===== src/design/padc_defs.vh =====
// Constants for the parallel converter host-side control block.
`ifndef PADC_DEFS_VH
`define PADC_DEFS_VH
// ------------------------------------------------------------
// Control word addressing and fields
// ------------------------------------------------------------
`define PADC_IDX_CTRL0      2'h0
`define PADC_IDX_CTRL1      2'h1
`define PADC_C0_STARTSEL    5
`define PADC_C0_EOCMODE     4
`define PADC_C0_CLKSEL      3
`define PADC_C0_SWPDN       2
`define PADC_C1_OSCFAST     4
`define PADC_C1_TWOS        1
`define PADC_CTRL_RESET     6'h00
// ------------------------------------------------------------
// Timing
// ------------------------------------------------------------
`define PADC_CLK_PERIOD_PS  5000
`define PADC_AUTO_PD_NS     50
`define PADC_AUTO_PD_CYC    ((`PADC_AUTO_PD_NS * 1000 + `PADC_CLK_PERIOD_PS - 1) / `PADC_CLK_PERIOD_PS)
`define PADC_CONV_CLKS      16
`define PADC_SW_SAMPLE_CLKS 6
`define PADC_INT_PULSE_CYC  1
`endif


===== src/design/padc_ctrl.v =====
// Control logic of an 8-bit SAR converter with a parallel host port.
`timescale 1ns/10ps
`default_nettype none
`include "padc_defs.vh"

module padc_ctrl #(
  parameter DATA_W = 8
) (
  input  wire              ref_clk_in,
  input  wire              rst_n_in,
  input  wire              cs_n_in,
  input  wire              rd_n_in,
  input  wire              wr_n_in,
  input  wire              conv_trigger_n_in,
  input  wire [DATA_W-1:0] data_in,
  input  wire              cmp_in,
  output reg  [DATA_W-1:0] data_out,
  output reg  [DATA_W-1:0] data_oe_out,
  output reg  [DATA_W-1:0] dac_code_out,
  output reg               sample_out,
  output reg               status_out,
  output reg               auto_pd_out,
  output reg               soft_pd_out,
  output reg               ext_clk_sel_out,
  output reg               osc_fast_out,
  output reg  [5:0]        ctrl_word_zero_out,
  output reg  [5:0]        ctrl_word_one_out
);

  // ------------------------------------------------------------
  // Reset release and input synchronisers
  // ------------------------------------------------------------
  localparam [3:0] ST_IDLE   = 4'h1;
  localparam [3:0] ST_SAMPLE = 4'h2;
  localparam [3:0] ST_CONV   = 4'h4;
  localparam [3:0] ST_DONE   = 4'h8;
  localparam integer PD_CYC_I   = `PADC_AUTO_PD_CYC;
  localparam integer CONV_CYC_I = `PADC_CONV_CLKS;
  localparam integer SW_SMP_I   = `PADC_SW_SAMPLE_CLKS;
  // Counts are cut to their counter widths on purpose.
  localparam [3:0] PD_CYC    = PD_CYC_I[3:0];
  localparam [4:0] CONV_CYC  = CONV_CYC_I[4:0];
  localparam [2:0] SW_SMP    = SW_SMP_I[2:0];

  reg [1:0] rst_sync_r;
  wire      rst_n = rst_sync_r[1];

  // Reset is asserted at once and released only after two clean edges.
  always @(posedge ref_clk_in or negedge rst_n_in) begin
    if (!rst_n_in) begin
      rst_sync_r <= 2'h0;
    end else begin
      rst_sync_r <= {rst_sync_r[0], 1'b1};
    end
  end

  reg [3:0] meta_r;
  reg [3:0] sync_r;
  reg [3:0] prev_r;
  reg [DATA_W-1:0] dmeta_r;
  reg [DATA_W-1:0] dsync_r;

  // Pins are asynchronous; the first stage is read by the second only.
  always @(posedge ref_clk_in or negedge rst_n) begin
    if (!rst_n) begin
      meta_r  <= 4'hF;
      sync_r  <= 4'hF;
      prev_r  <= 4'hF;
      dmeta_r <= {DATA_W{1'b0}};
      dsync_r <= {DATA_W{1'b0}};
    end else begin
      meta_r  <= {cs_n_in, rd_n_in, wr_n_in, conv_trigger_n_in};
      sync_r  <= meta_r;
      prev_r  <= sync_r;
      dmeta_r <= data_in;
      dsync_r <= dmeta_r;
    end
  end

  wire cs_n   = sync_r[3];
  wire rd_n   = sync_r[2];
  wire wr_n   = sync_r[1];
  wire trg_n  = sync_r[0];
  wire rd_fall = prev_r[2] & ~rd_n & ~cs_n;
  wire rd_rise = ~prev_r[2] & rd_n & ~cs_n;
  wire wr_rise = ~prev_r[1] & wr_n & ~cs_n;
  wire trg_fall = prev_r[0] & ~trg_n;
  wire trg_rise = ~prev_r[0] & trg_n;

  // ------------------------------------------------------------
  // Control words
  // ------------------------------------------------------------
  reg [5:0] c0_r;
  reg [5:0] c1_r;
  reg       wr_seen_r;

  // Host writes land by index; a read seen with the write strobe never
  // having risen loads defaults, so a grounded strobe stays unprogrammable.
  always @(posedge ref_clk_in or negedge rst_n) begin
    if (!rst_n) begin
      c0_r      <= `PADC_CTRL_RESET;
      c1_r      <= `PADC_CTRL_RESET;
      wr_seen_r <= 1'b0;
    end else if (wr_rise) begin
      wr_seen_r <= 1'b1;
      if (dsync_r[7:6] == `PADC_IDX_CTRL0) begin
        c0_r <= dsync_r[5:0];
      end else if (dsync_r[7:6] == `PADC_IDX_CTRL1) begin
        c1_r <= dsync_r[5:0];
      end
    end else if (rd_fall && !wr_n && !wr_seen_r) begin
      c0_r <= `PADC_CTRL_RESET;
      c1_r <= `PADC_CTRL_RESET;
    end
  end

  wire sw_start = c0_r[`PADC_C0_STARTSEL];
  wire eoc_mode = c0_r[`PADC_C0_EOCMODE];

  // ------------------------------------------------------------
  // Conversion sequencer
  // ------------------------------------------------------------
  reg [3:0]        state_r;
  reg [3:0]        state_nxt;
  reg [4:0]        cnt_r;
  reg [2:0]        bit_r;
  reg [DATA_W-1:0] sar_r;
  reg [DATA_W-1:0] result_r;

  // Software start samples on write (first) or read rise; the converter
  // then samples for a fixed number of clocks before converting.
  wire sw_go = sw_start & (wr_rise | rd_rise);
  wire hw_go = ~sw_start & trg_fall;

  always @* begin
    state_nxt = state_r;
    case (state_r)
      ST_IDLE:   if (hw_go || sw_go) state_nxt = ST_SAMPLE;
      ST_SAMPLE: if ((!sw_start && trg_rise) || (sw_start && cnt_r[2:0] == SW_SMP - 3'h1)) state_nxt = ST_CONV;
      ST_CONV:   if (cnt_r == CONV_CYC - 5'h1) state_nxt = ST_DONE;
      ST_DONE:   state_nxt = ST_IDLE;
      default:   state_nxt = ST_IDLE;
    endcase
  end

  // The SAR takes two clocks per bit over the sixteen conversion clocks:
  // the trial code leaves through a register, so the comparator answer
  // is only valid one clock after the trial bit is set.
  always @(posedge ref_clk_in or negedge rst_n) begin
    if (!rst_n) begin
      state_r  <= ST_IDLE;
      cnt_r    <= 5'h00;
      bit_r    <= 3'h7;
      sar_r    <= {DATA_W{1'b0}};
      result_r <= {DATA_W{1'b0}};
    end else begin
      state_r <= state_nxt;
      if (state_nxt != state_r) begin
        cnt_r <= 5'h00;
      end else begin
        cnt_r <= cnt_r + 5'h01;
      end
      if (state_r == ST_SAMPLE && state_nxt == ST_CONV) begin
        bit_r <= 3'h7;
        sar_r <= {1'b1, {(DATA_W-1){1'b0}}};
      end else if (state_r == ST_CONV && cnt_r[0]) begin
        sar_r[bit_r] <= cmp_in;
        if (bit_r != 3'h0) begin
          sar_r[bit_r - 3'h1] <= 1'b1;
          bit_r <= bit_r - 3'h1;
        end
      end
      if (state_r == ST_DONE) begin
        result_r <= sar_r;
      end
    end
  end

  // ------------------------------------------------------------
  // Outputs, power states and bus drive
  // ------------------------------------------------------------
  reg [3:0] pd_cnt_r;
  reg       rd_act_r;
  wire [DATA_W-1:0] code = c1_r[`PADC_C1_TWOS] ? {~result_r[DATA_W-1], result_r[DATA_W-2:0]} : result_r;

  // Auto power-down follows each conversion after the settle delay;
  // software power-down is a separate output, registered from control word zero and not gating it.
  always @(posedge ref_clk_in or negedge rst_n) begin
    if (!rst_n) begin
      pd_cnt_r           <= 4'h0;
      rd_act_r           <= 1'b0;
      data_out           <= {DATA_W{1'b0}};
      data_oe_out        <= {DATA_W{1'b0}};
      dac_code_out       <= {DATA_W{1'b0}};
      sample_out         <= 1'b0;
      status_out         <= 1'b1;
      auto_pd_out        <= 1'b0;
      soft_pd_out        <= 1'b0;
      ext_clk_sel_out    <= 1'b0;
      osc_fast_out       <= 1'b0;
      ctrl_word_zero_out <= `PADC_CTRL_RESET;
      ctrl_word_one_out  <= `PADC_CTRL_RESET;
    end else begin
      if (state_r == ST_DONE) begin
        pd_cnt_r <= PD_CYC;
      end else if (pd_cnt_r != 4'h0) begin
        pd_cnt_r <= pd_cnt_r - 4'h1;
      end
      if (state_r != ST_IDLE) begin
        auto_pd_out <= 1'b0;
      end else if (pd_cnt_r == 4'h1) begin
        auto_pd_out <= 1'b1;
      end
      soft_pd_out <= c0_r[`PADC_C0_SWPDN];
      if (rd_fall) begin
        rd_act_r <= 1'b1;
      end else if (rd_n || cs_n) begin
        rd_act_r <= 1'b0;
      end
      data_out    <= code;
      data_oe_out <= {DATA_W{rd_act_r | rd_fall}};
      dac_code_out <= sar_r;
      sample_out  <= (state_r == ST_SAMPLE);
      // Level mode is low across conversion; pulse mode gives one low
      // cycle per finished conversion.
      if (eoc_mode) begin
        status_out <= ~(state_r == ST_CONV);
      end else begin
        status_out <= ~(state_r == ST_DONE);
      end
      ext_clk_sel_out    <= c0_r[`PADC_C0_CLKSEL];
      osc_fast_out       <= c1_r[`PADC_C1_OSCFAST];
      ctrl_word_zero_out <= c0_r;
      ctrl_word_one_out  <= c1_r;
    end
  end

endmodule // padc_ctrl
`default_nettype wire


===== config.mk =====
export PLATFORM = sky130hd
export DESIGN_NAME = padc_ctrl
export DESIGN_NICKNAME = d
export VERILOG_FILES = /design/src/design/padc_ctrl.v
export VERILOG_INCLUDE_DIRS = /design/src /design/src/design
export SDC_FILE = /design/constraint.sdc
export NUM_CORES = 1
export LEC_CHECK = 0
export ABC_AREA = 1
export ABC_CLOCK_PERIOD_IN_PS = 6600
export BUFFER_PORTS_ARGS = -buffer_cell sky130_fd_sc_hd__buf_2
export CORE_MARGIN = 4
export CORE_UTILIZATION = 27
export DETAILED_ROUTE_END_ITERATION = 12
export PLACE_DENSITY = 0.48
export SETUP_SLACK_MARGIN = 0.4
export SYNTH_ARGS = -nofsm -noshare
export SYNTH_HDL_FRONTEND = slang
export SYNTH_SLANG_ARGS = --single-unit

===== constraint.sdc =====
create_clock -name ref_clk_in -period 6.6 [get_ports ref_clk_in]
set_clock_uncertainty 0.05 [all_clocks]
set_input_delay 0.33 -clock ref_clk_in [delete_from_list [all_inputs] [get_ports ref_clk_in]]
set_output_delay 0.33 -clock ref_clk_in [all_outputs]
set_load 0.05 [all_outputs]

# After elaboration in Yosys (flattened, before gate mapping)
# Cells that the tools add are included.
# Widths: inputs -> output; s select.
totals:
  ff_bits: 110
  out_inout_bits: 42
  input_bits: 15
op_classes:
  reduce_logical: 26
  bitwise_logic: 23
  n_lt_le_gt_ge: 4
  n_eq_ne: 14
  n_mux: 30
  addsub: 3
op_table:
  columns: ["operator", "n"]
  rows:
  - ["$mux 6", 6]
  - ["$mux 8", 4]
  - ["$mux 4", 5]
  - ["$pmux 4 s3", 1]
  - ["$reduce_bool 2->1", 6]
  - ["$and 1x1->1", 10]
  - ["$not 1->1", 10]
  - ["$mux 3", 3]
  - ["$bwmux 8", 1]
  - ["$eq 4x1->1 const B", 2]
  - ["$eq 4x3->1 const B", 2]
  - ["$logic_and 1x1->1", 8]
  - ["$lt 3x4->1 const B", 2]
  - ["$or 8x8->8", 1]
  - ["$mux 1", 7]
  - ["$demux 1 s3", 2]
  - ["$ge 3x1->1 const B", 2]
  - ["$add 5x1->5 const B", 1]
  - ["$eq 5x4->1 const B", 1]
  - ["$mux 5", 1]
  - ["$eq 4x2->1 const B", 1]
  - ["$eq 4x4->1 const B", 1]
  - ["$ne 2x1->1 const B", 2]
  - ["$ne 4x1->1 const B", 1]
  - ["other kinds (14)", 20]

# Depth between registers and ports, before layout
depth:
  word_depth: 12
  depth_mapped: 10
  depth_no_buf: 10

# Least setup slack after synthesis
# No wires, ideal clock.
synth_path:
  path_type: "register to register"
  from: "reg bit_r[0]"
  to: "reg sar_r[7]"
  setup_slack_ns: 4.933
  setup_ns: 0.118
  arrival_ns: 1.499
  period_less_slack_ns: 1.667
  required_time_ns: 6.432
  path_stages_with_launch: 11
  cell_sequence: "dfstp_2 inv_1 ha_1 xnor2_1 inv_1 nand2_1 nor2_1 nor2_1 nand2_1 nand2_1 nand2_1"
synth_between:
  elab_chain_len: 9
synth_rtl:
  columns: ["item", "line", "source"]
  rows:
  - ["from (decl)", "padc_ctrl.v:126", "reg [2:0] bit_r;"]
  - ["from (signal assigned)", "padc_ctrl.v:170", "bit_r <= bit_r - 3'h1;"]
  - ["$sub 3x1->3 (tied with other cells)", "padc_ctrl.v:169", "sar_r[bit_r - 3'h1] <= 1'b1;"]
  - ["$lt 3x4->1 (not written as such) (tied with other cells)", "padc_ctrl.v:169", null]
  - ["$logic_and 1x1->1 (not written as such) / $mux 1 (equally long branches)", "padc_ctrl.v:169, padc_ctrl.v:167", null]
  - ["$mux 1 (not written as such) / $demux 1 s3 (equally long branches)", "padc_ctrl.v:169, padc_ctrl.v:167", null]
  - ["$demux 1 s3 / $bwmux 8 (equally long branches)", "padc_ctrl.v:169, padc_ctrl.v:167", null]
  - ["$or 8x8->8 (no source line)", null, null]
  - ["$mux 8 (*)", "padc_ctrl.v:168", "if (bit_r != 3'h0) begin"]
  - ["$mux 8 (*)", "padc_ctrl.v:166", "end else if (state_r == ST_CONV && cnt_r[0]) begin"]
  - ["$mux 8 (*)", "padc_ctrl.v:163", "if (state_r == ST_SAMPLE && state_nxt == ST_CONV) begin"]
  - ["to (signal assigned)", "padc_ctrl.v:154", "sar_r <= {DATA_W{1'b0}};"]
  - ["to (signal assigned)", "padc_ctrl.v:165", "sar_r <= {1'b1, {(DATA_W-1){1'b0}}};"]
  - ["to (signal, indexed assignment)", "padc_ctrl.v:167", "sar_r[bit_r] <= cmp_in;"]
  - ["to (decl)", "padc_ctrl.v:127", "reg [DATA_W-1:0] sar_r;"]
# Mark *: on every way between the ends. The rest lies on a longest branch, timed or not. The select of a mux whose other input is x is not followed.
# A chain may end at the register's enable or synchronous reset.

# Worst setup path in the final report
layout_path:
  from: "reg bit_r[0]"
  to: "reg sar_r[6]"
# Same word-level chain as after synthesis.

==> results.md <==
* Initial Utilization at 27.6%
* Outcome: finished clean
* Area Growth Syn to Fin at 18.8%
* Lkg Pwr at 0.00236 uW
* Mapped Nets at 395
* Final number of setup-violating endpoints at 0
* CP top delay family: flip-flops
* Dpl hpwl at 5200 microns
* Boundary pin count at 57
* Final WL at 7200 microns
* DIE HEIGHT at 130 microns
* Synth Area per Inst at 10.8 sq um
* Port-buffer cells at 56
* Syn Std Cell Area at 0.00402 sq mm
* Crit-path cells: inv_1, ha_1, xnor2_1, inv_1, nand2_1, nor2_1, o21ai_0, o21ai_0
* Critical path launch point type: flip-flop
* Antenna Cells at 0
* Longest Clk Path Bufs at 2
* Register area share after synthesis at 67.2%
* Core region area at 0.0145 sq mm
* GRT Total Usage at 9.30%
* F_max at 0.538 GHz
* CTS HTree Levels at 3
* Pins over their slew limit at 0
* CP Max Fanout at 7
* Pre-CTS WS at 4.72 ns
* Worst Reg2Reg Path Length in Cells at 8
* DR vias/cell at 4.10
* Clock transition at path regs at 0.07 ns
* CP Buf/Inv Count at 2
* CTS sink cnt at 107
* Most common cell after layout, fill and taps aside: dfrtp_1
* Crit path time final at 1.86 ns
* Distinct cells, synth at 34
* CTS root buf: clkbuf_16
* First-pass DRT Iterations at 4
* Initial antenna violation count at 0
* Slew @ Worst Pin at 0.707 ns
* Max Cap Viol at 0
* WP data arrival at 2.04 ns
* Relative slew slack at 52.9%
* Die width at 130 microns
* Final Wtd Congestion at 0.755
* Req. time, crit path at 6.78 ns
* Hold Vio Cnt, Final at 0
* Crit. path cell count at 8
* CTS tree: built
* RSZ-0062 raised after global routing: no
* Yosys reg bits at 107
* Largest net degree at the start of global routing at 60
* Post-CTS Setup Bufs at 0
* FILL cells at 1,527
* Critical path class: reg2reg
* CP Capture Type: flip-flop
* GR Util met2 at 14.2%
* M3 GR Usage at 2.82%
* Worst setup margin at 4.74 ns
* Core Util, Final at 32.8%
* Post-Syn Instances at 372
* Clk_lat worst skew at 0.34 ns
* Most frequent cells in the layout: 90 x dfrtp_1, 81 x nand2_1, 56 x buf_2
* Share of cells above drive strength 1 at 23.6%
* Hold Path Class: in2reg
* Met1 Use GR at 12.1%
* Max VDD drop at 128 uV
* Final TNS setup at 0 ns
* P per Cell Area at 371 mW/mm^2
* Slowest stage delay, CP at 0.59 ns
* Row count at 44
* First-pass GRT wire length at 12,300 microns
* GRT Max-Usage Layer: met2
* GR Overflow Total at 0
* Final period utilization at 28.2%
* Post-DRT Antenna Nets at 0
* Final nets at 451
* Remaining routing DRC violations at 0
* CP max stage cell: dfstp_2
* Die ar. at 0.0169 sq mm
* Ys Warns at 0
* Vias in the first global route at 2,569
* CTS buffer count at 9
* Worst hold path cell count at 1
* Detailed Route Iter0 Violations at 120
* Drt wl/cell at 11.7 microns
* Via count at 2,530
## Yosys cell counts (all sizes together)
cell type  number  area [sq um]
o21ai          37           185
dfrtp          91          2280
o221ai          1          8.76
nand4           2          12.5
o211ai          2          15.0
and3            2          12.5
nor3            5          25.0
inv            46           173
xor2            2          17.5
conb            1          3.75
clkinv          1          5.00
nand3          22           138
nor2           29           119
dfstp          16           420
o31ai           2          28.8
o21bai          1          7.51
nand2          84           328
clkbuf          1          3.75
a211oi          1          7.51
buf            12          87.6
a21oi           2          10.0
xnor2           2          17.5
ha              8           100
a31oi           2          12.5
## registers in the layout (all words and copies together) (netlist names), 6 cells and up
signal,count
dac_code_out,8
data_out,8
dmeta_r,8
dsync_r,8
result_r,8
sar_r,8
c0_r,6
c1_r,6
ctrl_word_one_out,6
ctrl_word_zero_out,6
## metal layers
layer	routed length, microns	share of wire [%]
met1	3370	47
met2	3370	47
met3	314	4.4
met4	140	1.9
met5	0	0
## path summary, 6_finish.rpt
check                                   startpoint                 endpoint  slack [ns]
setup / recovery              bit_r[0]$_DFFE_PN1P_     sar_r[6]$_DFFE_PN0P_        4.74
hold / removal                             wr_n_in      meta_r[1]$_DFF_PN1_        0.03
setup reg to reg              bit_r[0]$_DFFE_PN1P_     sar_r[6]$_DFFE_PN0P_        4.74
hold reg to reg            rst_sync_r[1]$_DFF_PN0_     dmeta_r[7]$_DFF_PN0_        0.30
max in group asynchronous  rst_sync_r[1]$_DFF_PN0_     sar_r[7]$_DFFE_PN0P_        5.06
min in group asynchronous                 rst_n_in  rst_sync_r[1]$_DFF_PN0_        0.24
## layout make-up
class | count | area, sq um | share of cell area, %
inverter | 47 | 178 | 3.73
multi-input combinational | 205 | 1050 | 22.0
clock inverter | 7 | 88.8 | 1.86
timing repair buffer | 58 | 298 | 6.24
tap | 184 | 230 | 4.83
clock buffer | 9 | 225 | 4.72
sequential | 107 | 2700 | 56.6
## timing repair
item                                    4_1_cts  5_1_grt
endpoints found under the hold margin         2        0
endpoints found under the setup margin        0        0
hold buffers                                  1        0
gates resized for setup                       0        0
## kinds of logic after synthesis
kind of cell / after synthesis / synth area share (%)
DFF: 107 / 67.2
and+or+nand+nor: 144 / 15.8
adders and majority gates: 8 / 2.49
other: 1 / 0.0934
buffers and inverters: 60 / 6.70
xor gates and xnor gates: 4 / 0.873
AOI/OAI and AO/OA: 48 / 6.86
## stage by stage
stage / hold WS [ns] / total power [uW] / cells / instance area (sq um)
6_report: 0.0270 / 1770 / 617 / 4770
4_1_cts: 0.0115 / 1790 / 617 / 4770
3_5_place_dp: 0.0672 / 1240 / 600 / 4450
3_3_place_gp: 0.0644 / 1230 / 600 / 4450
2_1_floorplan: -0.0156 / 1140 / 372 / 4020
5_1_grt: 0.000733 / 1880 / 617 / 4770
## where the power goes
part           total [uW]  switching (uW)  internal (uW)
logic                 415             303            112
registers             807            56.9            750
clock network         545             245            300
total                1770             605           1160
Power figures use the tool's default switching activity.
